===== config.mk =====
export PLATFORM = sky130hd
export DESIGN_NAME = dacbo_config
export DESIGN_NICKNAME = d
export VERILOG_FILES = /design/src/rtl/dacbo_config.v
export VERILOG_INCLUDE_DIRS = /design/src /design/src/rtl
export SDC_FILE = /design/constraint.sdc
export NUM_CORES = 1
export LEC_CHECK = 0
export BUFFER_PORTS_ARGS = -buffer_cell sky130_fd_sc_hd__buf_2
export CORE_MARGIN = 2
export CORE_UTILIZATION = 43
export CTS_CLUSTER_SIZE = 24
export DETAILED_ROUTE_END_ITERATION = 8
export GPL_TIMING_DRIVEN = 0
export HOLD_SLACK_MARGIN = 0.15
export PLACE_DENSITY = 0.76
export SLEW_MARGIN = 20
export SYNTH_ARGS = -nofsm -noshare
export SYNTH_HDL_FRONTEND = slang
export SYNTH_SLANG_ARGS = --single-unit

===== constraint.sdc =====
create_clock -name clock -period 2.7 [get_ports clock]
set_input_delay 0.54 -clock clock [delete_from_list [all_inputs] [get_ports clock]]
set_output_delay 0.54 -clock clock [all_outputs]
set_load 0.05 [all_outputs]

===== src/rtl/dacbo_regs.vh =====
// Register map, field layout and key values for the converter buffer op amp configuration block.
`ifndef DACBO_REGS_VH
`define DACBO_REGS_VH

`define DACBO_ADDR_W          32
`define DACBO_OFS_CH0_CTRL    32'hffff_0600
`define DACBO_OFS_CH1_CTRL    32'hffff_0608
`define DACBO_OFS_CH2_CTRL    32'hffff_0610
`define DACBO_OFS_CH3_CTRL    32'hffff_0618
`define DACBO_OFS_KEY_FIRST   32'hffff_0650
`define DACBO_OFS_CFG         32'hffff_0654
`define DACBO_OFS_KEY_SECOND  32'hffff_0658
`define DACBO_OFS_REF_SELECT  32'hffff_065c

`define DACBO_KEY_FIRST_VAL   8'h9a
`define DACBO_KEY_SECOND_VAL  8'h0c
`define DACBO_CFG_RST         4'h0
`define DACBO_CTRL_RST        8'h00
`define DACBO_CTRL_MASK       8'h73
`define DACBO_REFSEL_RST      1'b0
`define DACBO_CTRL_STRIDE     32'h0000_0008
`define DACBO_ENABLE_RST      4'h0
`define DACBO_TRISTATE_RST    4'hf
`define DACBO_RESERVED_RST    4'h0
`define DACBO_CONV_SRC_RST    8'h00

`define DACBO_RANGE_OFF       2'b00
`define DACBO_RANGE_RSVD      2'b01
`define DACBO_RANGE_VREF      2'b10
`define DACBO_RANGE_SUPPLY    2'b11

`define DACBO_SRC_NONE        2'b00
`define DACBO_SRC_INTERNAL    2'b01
`define DACBO_SRC_EXTERNAL    2'b10
`define DACBO_SRC_SUPPLY      2'b11

`endif


===== src/rtl/dacbo_config.v =====
// Converter buffer op amp configuration, reference decode and Wishbone register slave.
//
// Summary of operation
// Config bit 0: channel 0 buffer is op amp, inputs 0/1, output 0.
// Config bit 1: channel 1 buffer is op amp, inputs 2/3, output 1.
// Config bit 2: channel 2 buffer is op amp, inputs 4/5, output 2.
// Config bit 3: channel 3 buffer is op amp, inputs 8/9, output 3.
// Software should clear a channel's range field when in op amp mode.
// Software writes first key 0x9A, then config value, then second key 0x0C.
// Config commits only after the full correct key sequence in order.
// Config resets to zero; bits 7 to 4 are reserved and read zero.
// Select 0 and range 00: ADC external reference, converter powered down.
// Select 1 and range 00: ADC internal reference, converter powered down.
// Range 11: converter uses analog supply; ADC reference follows select bit.
// Select 1 and range 10: ADC and converter use internal reference.
// Select 1 and range 01: both use external; select 0 with 01 or 10 reserved.
// Range 00 off tristated, 01 reserved, 10 internal 2.5 V, 11 analog supply.
`default_nettype none
`include "dacbo_regs.vh"

module dacbo_config (
    input  wire        clock,
    input  wire        reset,
    input  wire        wb_cyc_i,
    input  wire        wb_stb_i,
    input  wire        wb_we_i,
    input  wire [31:0] wb_adr_i,
    input  wire [31:0] wb_dat_i,
    input  wire [3:0]  wb_sel_i,
    output reg  [31:0] wb_dat_o,
    output reg         wb_ack_o,
    output reg         wb_err_o,
    output reg  [3:0]  opamp_mode_o,
    output reg  [3:0]  converter_enable_o,
    output reg  [3:0]  output_tristate_o,
    output reg  [3:0]  range_reserved_o,
    output reg  [7:0]  converter_ref_src_o,
    output reg  [1:0]  adc_ref_src_o
);

    // ------------------------------------------------------------------
    // Unlock sequence states
    // ------------------------------------------------------------------
    // Idle waits for the first key, keyed waits for the configuration
    // value, and staged holds that value until the second key arrives.
    localparam [1:0] SEQ_IDLE   = 2'b00;
    localparam [1:0] SEQ_KEYED  = 2'b01;
    localparam [1:0] SEQ_STAGED = 2'b10;

    // ------------------------------------------------------------------
    // Bus timing
    // ------------------------------------------------------------------
    // Every access is answered exactly one cycle after it is taken, with
    // ack for a mapped address and err for any other. The answer is
    // registered, so a request still held in the answer cycle is not taken
    // a second time; a strobe still high in the cycle after the answer is
    // taken as the next access, so no idle cycle is needed. Read data is driven only in the answer
    // cycle and is zero otherwise, so an idle bus shows no stale contents.

    // ------------------------------------------------------------------
    // Register map
    // ------------------------------------------------------------------
    // The two key registers are write only and read as zero.
    // The op amp configuration holds four bits and reads zero above them.
    // The reference select holds a single bit in bit 0.
    // Each channel control keeps bits 6 to 4 and its two-bit range field.
    // Data registers of the converters live elsewhere and answer with err.

    // ------------------------------------------------------------------
    // Decode helpers
    // ------------------------------------------------------------------

    // Converter reference source for one channel.
    function [1:0] conv_src;
        input       refsel;
        input [1:0] range;
        begin
            case (range)
                `DACBO_RANGE_OFF:    conv_src = `DACBO_SRC_NONE;
                `DACBO_RANGE_SUPPLY: conv_src = `DACBO_SRC_SUPPLY;
                `DACBO_RANGE_VREF:   conv_src = refsel ? `DACBO_SRC_INTERNAL : `DACBO_SRC_NONE;
                `DACBO_RANGE_RSVD:   conv_src = refsel ? `DACBO_SRC_EXTERNAL : `DACBO_SRC_NONE;
                default:             conv_src = `DACBO_SRC_NONE;
            endcase
        end
    endfunction

    // Range codes that have no defined meaning with the given select bit.
    function is_reserved;
        input       refsel;
        input [1:0] range;
        begin
            is_reserved = !refsel && ((range == `DACBO_RANGE_RSVD) ||
                                      (range == `DACBO_RANGE_VREF));
        end
    endfunction

    // ------------------------------------------------------------------
    // Registers
    // ------------------------------------------------------------------
    reg  [3:0]  cfg_ff;
    reg  [3:0]  staged_ff;
    reg  [1:0]  seq_ff;
    reg         refsel_ff;
    reg  [7:0]  ctrl_ff [0:3];
    reg  [3:0]  nxt_cfg;
    reg  [3:0]  nxt_staged;
    reg  [1:0]  nxt_seq;
    reg  [31:0] nxt_rdata;
    reg         nxt_hit;

    wire        req     = wb_cyc_i && wb_stb_i && !wb_ack_o && !wb_err_o;
    wire        wr      = req && wb_we_i && wb_sel_i[0];
    wire        hit_k0  = (wb_adr_i == `DACBO_OFS_KEY_FIRST);
    wire        hit_cfg = (wb_adr_i == `DACBO_OFS_CFG);
    wire        hit_k1  = (wb_adr_i == `DACBO_OFS_KEY_SECOND);
    wire        hit_ref = (wb_adr_i == `DACBO_OFS_REF_SELECT);
    wire        key_first_ok  = hit_k0 && (wb_dat_i[7:0] == `DACBO_KEY_FIRST_VAL);
    wire        key_second_ok = hit_k1 && (wb_dat_i[7:0] == `DACBO_KEY_SECOND_VAL);
    wire [3:0]  hit_ctl;
    wire [1:0]  ref_of_adc;

    genvar g;
    generate
        for (g = 0; g < 4; g = g + 1) begin : g_ctl
            assign hit_ctl[g] = (wb_adr_i == (`DACBO_OFS_CH0_CTRL + `DACBO_CTRL_STRIDE * g));
        end
    endgenerate

    // ------------------------------------------------------------------
    // Unlock sequence
    // ------------------------------------------------------------------
    // Any write with byte lane 0 selected, other than the expected next step or a
    // repeated first key while keyed, drops the sequence, so a stray access from
    // another task cannot leave the lock half open.
    always @* begin
        nxt_cfg    = cfg_ff;
        nxt_staged = staged_ff;
        nxt_seq    = seq_ff;
        if (wr) begin
            case (seq_ff)
                SEQ_IDLE: begin
                    // first key arms
                    if (key_first_ok)
                        nxt_seq = SEQ_KEYED;
                end
                SEQ_KEYED: begin
                    // reserved bits dropped
                    if (hit_cfg) begin
                        nxt_staged = wb_dat_i[3:0];
                        nxt_seq    = SEQ_STAGED;
                    end else if (key_first_ok) begin
                        nxt_seq = SEQ_KEYED;
                    end else begin
                        nxt_seq = SEQ_IDLE;
                    end
                end
                SEQ_STAGED: begin
                    // second key commits
                    if (key_second_ok)
                        nxt_cfg = staged_ff;
                    nxt_seq = SEQ_IDLE;
                end
                default: nxt_seq = SEQ_IDLE;
            endcase
        end
    end

    // ------------------------------------------------------------------
    // Read mux and address decode
    // ------------------------------------------------------------------
    always @* begin
        nxt_rdata = 32'h0000_0000;
        nxt_hit   = hit_k0 || hit_cfg || hit_k1 || hit_ref || (|hit_ctl);
        if (hit_cfg)
            nxt_rdata = {28'h000_0000, cfg_ff};
        else if (hit_ref)
            nxt_rdata = {31'h0000_0000, refsel_ff};
        else if (hit_ctl[0])
            nxt_rdata = {24'h00_0000, ctrl_ff[0]};
        else if (hit_ctl[1])
            nxt_rdata = {24'h00_0000, ctrl_ff[1]};
        else if (hit_ctl[2])
            nxt_rdata = {24'h00_0000, ctrl_ff[2]};
        else if (hit_ctl[3])
            nxt_rdata = {24'h00_0000, ctrl_ff[3]};
    end

    // ------------------------------------------------------------------
    // Bus answer and storage
    // ------------------------------------------------------------------
    integer i;
    always @(posedge clock) begin
        if (reset) begin
            cfg_ff    <= `DACBO_CFG_RST;
            staged_ff <= `DACBO_CFG_RST;
            seq_ff    <= SEQ_IDLE;
            refsel_ff <= `DACBO_REFSEL_RST;
            wb_ack_o  <= 1'b0;
            wb_err_o  <= 1'b0;
            wb_dat_o  <= 32'h0000_0000;
            for (i = 0; i < 4; i = i + 1)
                ctrl_ff[i] <= `DACBO_CTRL_RST;
        end else begin
            cfg_ff    <= nxt_cfg;
            staged_ff <= nxt_staged;
            seq_ff    <= nxt_seq;
            wb_ack_o  <= req && nxt_hit;
            wb_err_o  <= req && !nxt_hit;
            wb_dat_o  <= (req && !wb_we_i) ? nxt_rdata : 32'h0000_0000;
            if (wr && hit_ref)
                refsel_ff <= wb_dat_i[0];
            for (i = 0; i < 4; i = i + 1)
                if (wr && hit_ctl[i])
                    ctrl_ff[i] <= wb_dat_i[7:0] & `DACBO_CTRL_MASK;
        end
    end

    // ------------------------------------------------------------------
    // Per-channel decode
    // ------------------------------------------------------------------
    // Op amp mode does not force the range field, but it holds that channel's
    // converter enable and tristate outputs low whatever the range field says.
    // An op amp channel still reports its reference source, because the
    // range field keeps its meaning once the buffer returns to normal use.
    wire [3:0]  nxt_enable;
    wire [3:0]  nxt_tristate;
    wire [3:0]  nxt_reserved;
    wire [7:0]  nxt_conv_src;

    generate
        for (g = 0; g < 4; g = g + 1) begin : g_out
            wire [1:0] rng = ctrl_ff[g][1:0];
            wire [1:0] src = conv_src(refsel_ff, rng);
            // range decode
            assign nxt_enable[g]   = !cfg_ff[g] && (src != `DACBO_SRC_NONE);
            assign nxt_tristate[g] = !cfg_ff[g] && (rng == `DACBO_RANGE_OFF);
            assign nxt_reserved[g] = is_reserved(refsel_ff, rng);
            // supply reference
            // internal reference
            // external overdrive
            assign nxt_conv_src[2*g +: 2] = src;
        end
    endgenerate

    // The ADC has a single reference, so channel 0 alone decides between
    // the internal and an overdriving external one; the other channels'
    // range codes never move it, a limitation software must keep in mind.
    // external ADC reference
    // internal ADC reference
    assign ref_of_adc = refsel_ff ?
        ((ctrl_ff[0][1:0] == `DACBO_RANGE_RSVD) ? `DACBO_SRC_EXTERNAL : `DACBO_SRC_INTERNAL) :
        `DACBO_SRC_EXTERNAL;

    // ------------------------------------------------------------------
    // Registered outputs
    // ------------------------------------------------------------------
    // Every output leaves from a flip-flop one cycle behind the registers,
    // so the analog switches never see a glitch of the decode above.
    always @(posedge clock) begin
        if (reset) begin
            opamp_mode_o        <= `DACBO_CFG_RST;
            converter_enable_o  <= `DACBO_ENABLE_RST;
            output_tristate_o   <= `DACBO_TRISTATE_RST;
            range_reserved_o    <= `DACBO_RESERVED_RST;
            converter_ref_src_o <= `DACBO_CONV_SRC_RST;
            adc_ref_src_o       <= `DACBO_SRC_EXTERNAL;
        end else begin
            // channel 0 op amp
            // channel 1 op amp
            // channel 2 op amp
            // channel 3 op amp
            opamp_mode_o        <= cfg_ff;
            converter_enable_o  <= nxt_enable;
            output_tristate_o   <= nxt_tristate;
            range_reserved_o    <= nxt_reserved;
            converter_ref_src_o <= nxt_conv_src;
            adc_ref_src_o       <= ref_of_adc;
        end
    end

endmodule
`default_nettype wire


==> results by group <==
Setup path
  • Crit-path max FO: 6
  • Worst r2r path cells: 4
  • Crit Path Class: in2reg
  • Max incr delay on CP: 0.67 ns
  • CP startpoint: wb_adr_i[8]
  • Arrival time at the worst endpoint: 2.53 ns
  • FF-to-FF End: ctrl_ff[0][11]
  • Crit path to: ctrl_ff[0][11]
  • CP Launch Type: input port
  • Setup slack, reg-to-reg: 0.29 ns
  • Crit-path cells: buf_2 -> nor4bb_2 -> nand4_1 -> or4_1 -> o21bai_1
  • Worst setup EP type: flip-flop
  • Crit path required time: 2.68 ns
  • Slowest-stage cell, CP: or4_1
  • Crit Reg-Reg Startpoint: wb_err_o

Yosys
  • Syn Inst Count: 299
  • Avg Cell Area, Syn: 10.5 um^2
  • Synth Cell Area: 0.00313 mm^2
  • Seq cells post-synth: 66
  • Yosys warnings: 0
  • EDFF count, synth: 20
  • Top_reg_cell synth: dfxtp_1
  • Post-synth ARST share: 0%
  • Top post-synthesis cells by count: dfxtp_1 (46), and2_1 (25), buf_4 (25), nor2_1 (25)
  • Post-synth top area cell: dfxtp_1
  • Post-synth cell types: 46
  • Most common cell in the synthesized netlist: dfxtp_1
  • Share of the synthesized area in the top cell type: 29.5%
  • Top cells by area, synth: dfxtp_1 (29%), edfxtp_1 (19%), ha_1 (8.0%)
  • Sequential area share after synthesis: 48.7%

Routing
  • Drt pass-1 iters: 4
  • WL final: 6.74 mm
  • DRC: 0
  • Initial DRC Count: 126
  • Via count: 2405
  • Wire per inst: 13.1 um
  • ANT nets after route: 0
  • Vias per cell: 4.67

GRT
  • First-pass GRT wire length: 10.1 mm
  • Initial antenna violation count: 0
  • Total track usage: 16.7%
  • Gr ovfl total: 0
  • Vias in the first global route: 2178
  • Largest net degree at the start of global routing: 12

Finish
  • N_diodes: 0
  • Final instance area: 0.00392 mm^2
  • FILL cells: 666
  • Final std cells w/o fill: 515
  • Area delta synth->final: 25.4%
  • Layout cells sized above 1: 31.0%
  • Nets: 504

Timing
  • Slew Limit Fails: 0
  • FMAX: 393 MHz
  • Period utilisation layout: 94.3%
  • Final worst setup slack: 0.154 ns
  • Slew headroom: 28.1%
  • Final Hold Viols: 0
  • Count of final setup violators: 0
  • RSZ-0062 raised after global routing: false
  • Setup tns final: 0 ns
  • Worst Max-Slew Pin Slew: 1.07 ns
  • Min Tclk post-route: 2.55 ns
  • Skew final: 0.00929 ns

Power and ir drop
  • Worst vdd ir: 231 uV
  • Lkg Pwr: 1.76 nW
  • PD cells: 525 mW/mm^2

CTS
  • CTS tree: built
  • Clock tree buffer depth: 2
  • Clock Latency Late Sink: 0.35 ns
  • CTS Sinks: 66
  • Clock transition at path regs: 0.07 ns
  • H-tree Lvls: 3
  • Post-CTS Hold Fix Bufs: 0
  • Setup Fix Bufs, Post-CTS: 0
  • TritonCTS buffer count: 9
  • CTS root buf: clkbuf_8

Floorplanning
  • # IOs: 133
  • Die X: 89.3 um
  • Core ar.: 0.00714 mm^2
  • Die area: 0.00797 mm^2
  • Initial Util: 43.8%
  • Chip height: 89.3 um
  • Site Rows: 31

Worst hold path
  • Worst hold start: wb_we_i
  • Worst hold path type: in2reg

Placed design
  • Dpl cells: 499
  • PortBufs: 77
  • RD Place Congestion: 0.897
  • HPWL Detailed: 5.28 mm
  • Pre-CTS WS: -0.394 ns
  • Placed Area: 0.00372 mm^2

Job
  • Max Cap Violations: 0

Status
  • Status: finished, final reports clean
==> layout make-up <==
type                            instances  area, um^2  area share [%]
Buffer                                 36         236            6.03
Multi-Input combinational cell        206        1410            36.1
Inverter                               15        56.3            1.44
Sequential cell                        66        1520            38.8
Tap cell                               99         124            3.16
Clock buffer                           13         160            4.09
Timing Repair Buffer                   77         385            9.83
Clock inverter                          3        21.3           0.543
==> metrics by stage <==
step / power, mW / hold slack, ns / util (%)
5_1_grt: 2.13 / 0.426 / 54.9
2_1_floorplan: 1.25 / 0.452 / -
3_3_place_gp: 1.31 / 0.466 / 52.2
6_report: 2.06 / 0.413 / 54.9
3_5_place_dp: 1.31 / 0.466 / 52.2
4_1_cts: 2.07 / 0.396 / 54.7
==> repair_timing <==
action,in CTS,in global routing
endpoints found under the setup margin,10,24
cloned,0,0
resized for setup,0,2
==> layer usage <==
| metal | vias up | track usage, % | share of wire (%) |
|---|---|---|---|
| met5 | - | 0 | 0 |
| met4 | 0 | 5.43 | 1.3 |
| met3 | 11 | 4.25 | 7.7 |
| met2 | 94 | 28.4 | 49 |
| met1 | 1076 | 20.8 | 42 |
| li1 | 1224 | - | - |
==> placed cells by master, fill, tap and decap left out, types with 3 or more instances in the layout <==
master    Yosys  layout
buf_2         0      77
dfxtp_1      46      46
nor2_1       25      25
and2_1       25      25
buf_4        25      25
conb_1        1      25
ha_1         20      20
edfxtp_1     20      20
nor3_1       18      18
inv_1        15      15
clkbuf_1      8      11
a21oi_1      10      10
clkbuf_8      0       9
nand4_1       8       8
mux2i_1       6       6
nor2b_1       5       5
o21bai_1      4       4
mux2_4        4       4
o21a_1        4       4
a21o_1        4       4
or2_2         3       3
nand2_1       3       3
o22ai_1       3       3
o311ai_0      3       3
a221oi_1      3       3
and3_1        3       3
==> how the worst min path moves through the flow <==
stage	cells past startpoint	endpoint
after global placement	1	wb_dat_o[3]
after global routing	2	wb_dat_o[1]
after detailed placement	1	wb_dat_o[3]
final	2	wb_dat_o[1]
after floorplan	2	staged_ff[0]
after CTS	2	wb_dat_o[1]
==> sequential cells by signal, indices dropped and copies added (netlist names) <==
| signal | count |
|---|---|
| ctrl_ff | 20 |
| adc_ref_src_o | 2 |
| output_tristate_o | 4 |
| refsel_ff | 1 |
| cfg_ff | 4 |
| wb_dat_o | 7 |
| range_reserved_o | 4 |
| converter_enable_o | 4 |
| wb_ack_o | 1 |
| wb_err_o | 1 |
| staged_ff | 4 |
| opamp_mode_o | 4 |
| seq_ff | 2 |
| converter_ref_src_o | 8 |
==> worst max-delay path, delay by kind of cell <==
family                 cells  cell delay (ns)
buffers and inverters      1             0.10
and+or+nand+nor            3             1.42
AOI/OAI and AO/OA          1             0.47
==> power breakdown <==
group | switching, mW | internal [mW] | total (mW)
sequential | 0.00677 | 1.03 | 1.04
clock | 0.372 | 0.392 | 0.764
combinational | 0.176 | 0.0776 | 0.254
total | 0.555 | 1.50 | 2.06
==> kinds of logic (layout without fill, tap and decap cells) <==
family | count (synthesis) | in the layout | share of synthesized area (%)
flip-flops | 66 | 66 | 48.7
multiplexers | 11 | 11 | 4.56
adder cells (fa/ha/maj) | 20 | 20 | 8.01
AND/OR/NAND/NOR | 113 | 113 | 21.1
other | 1 | 25 | 0.120
AO/OA/AOI/OAI | 37 | 37 | 8.21
buffers and inverters | 51 | 144 | 9.37
No activity file was read; power rests on OpenSTA's default activity.
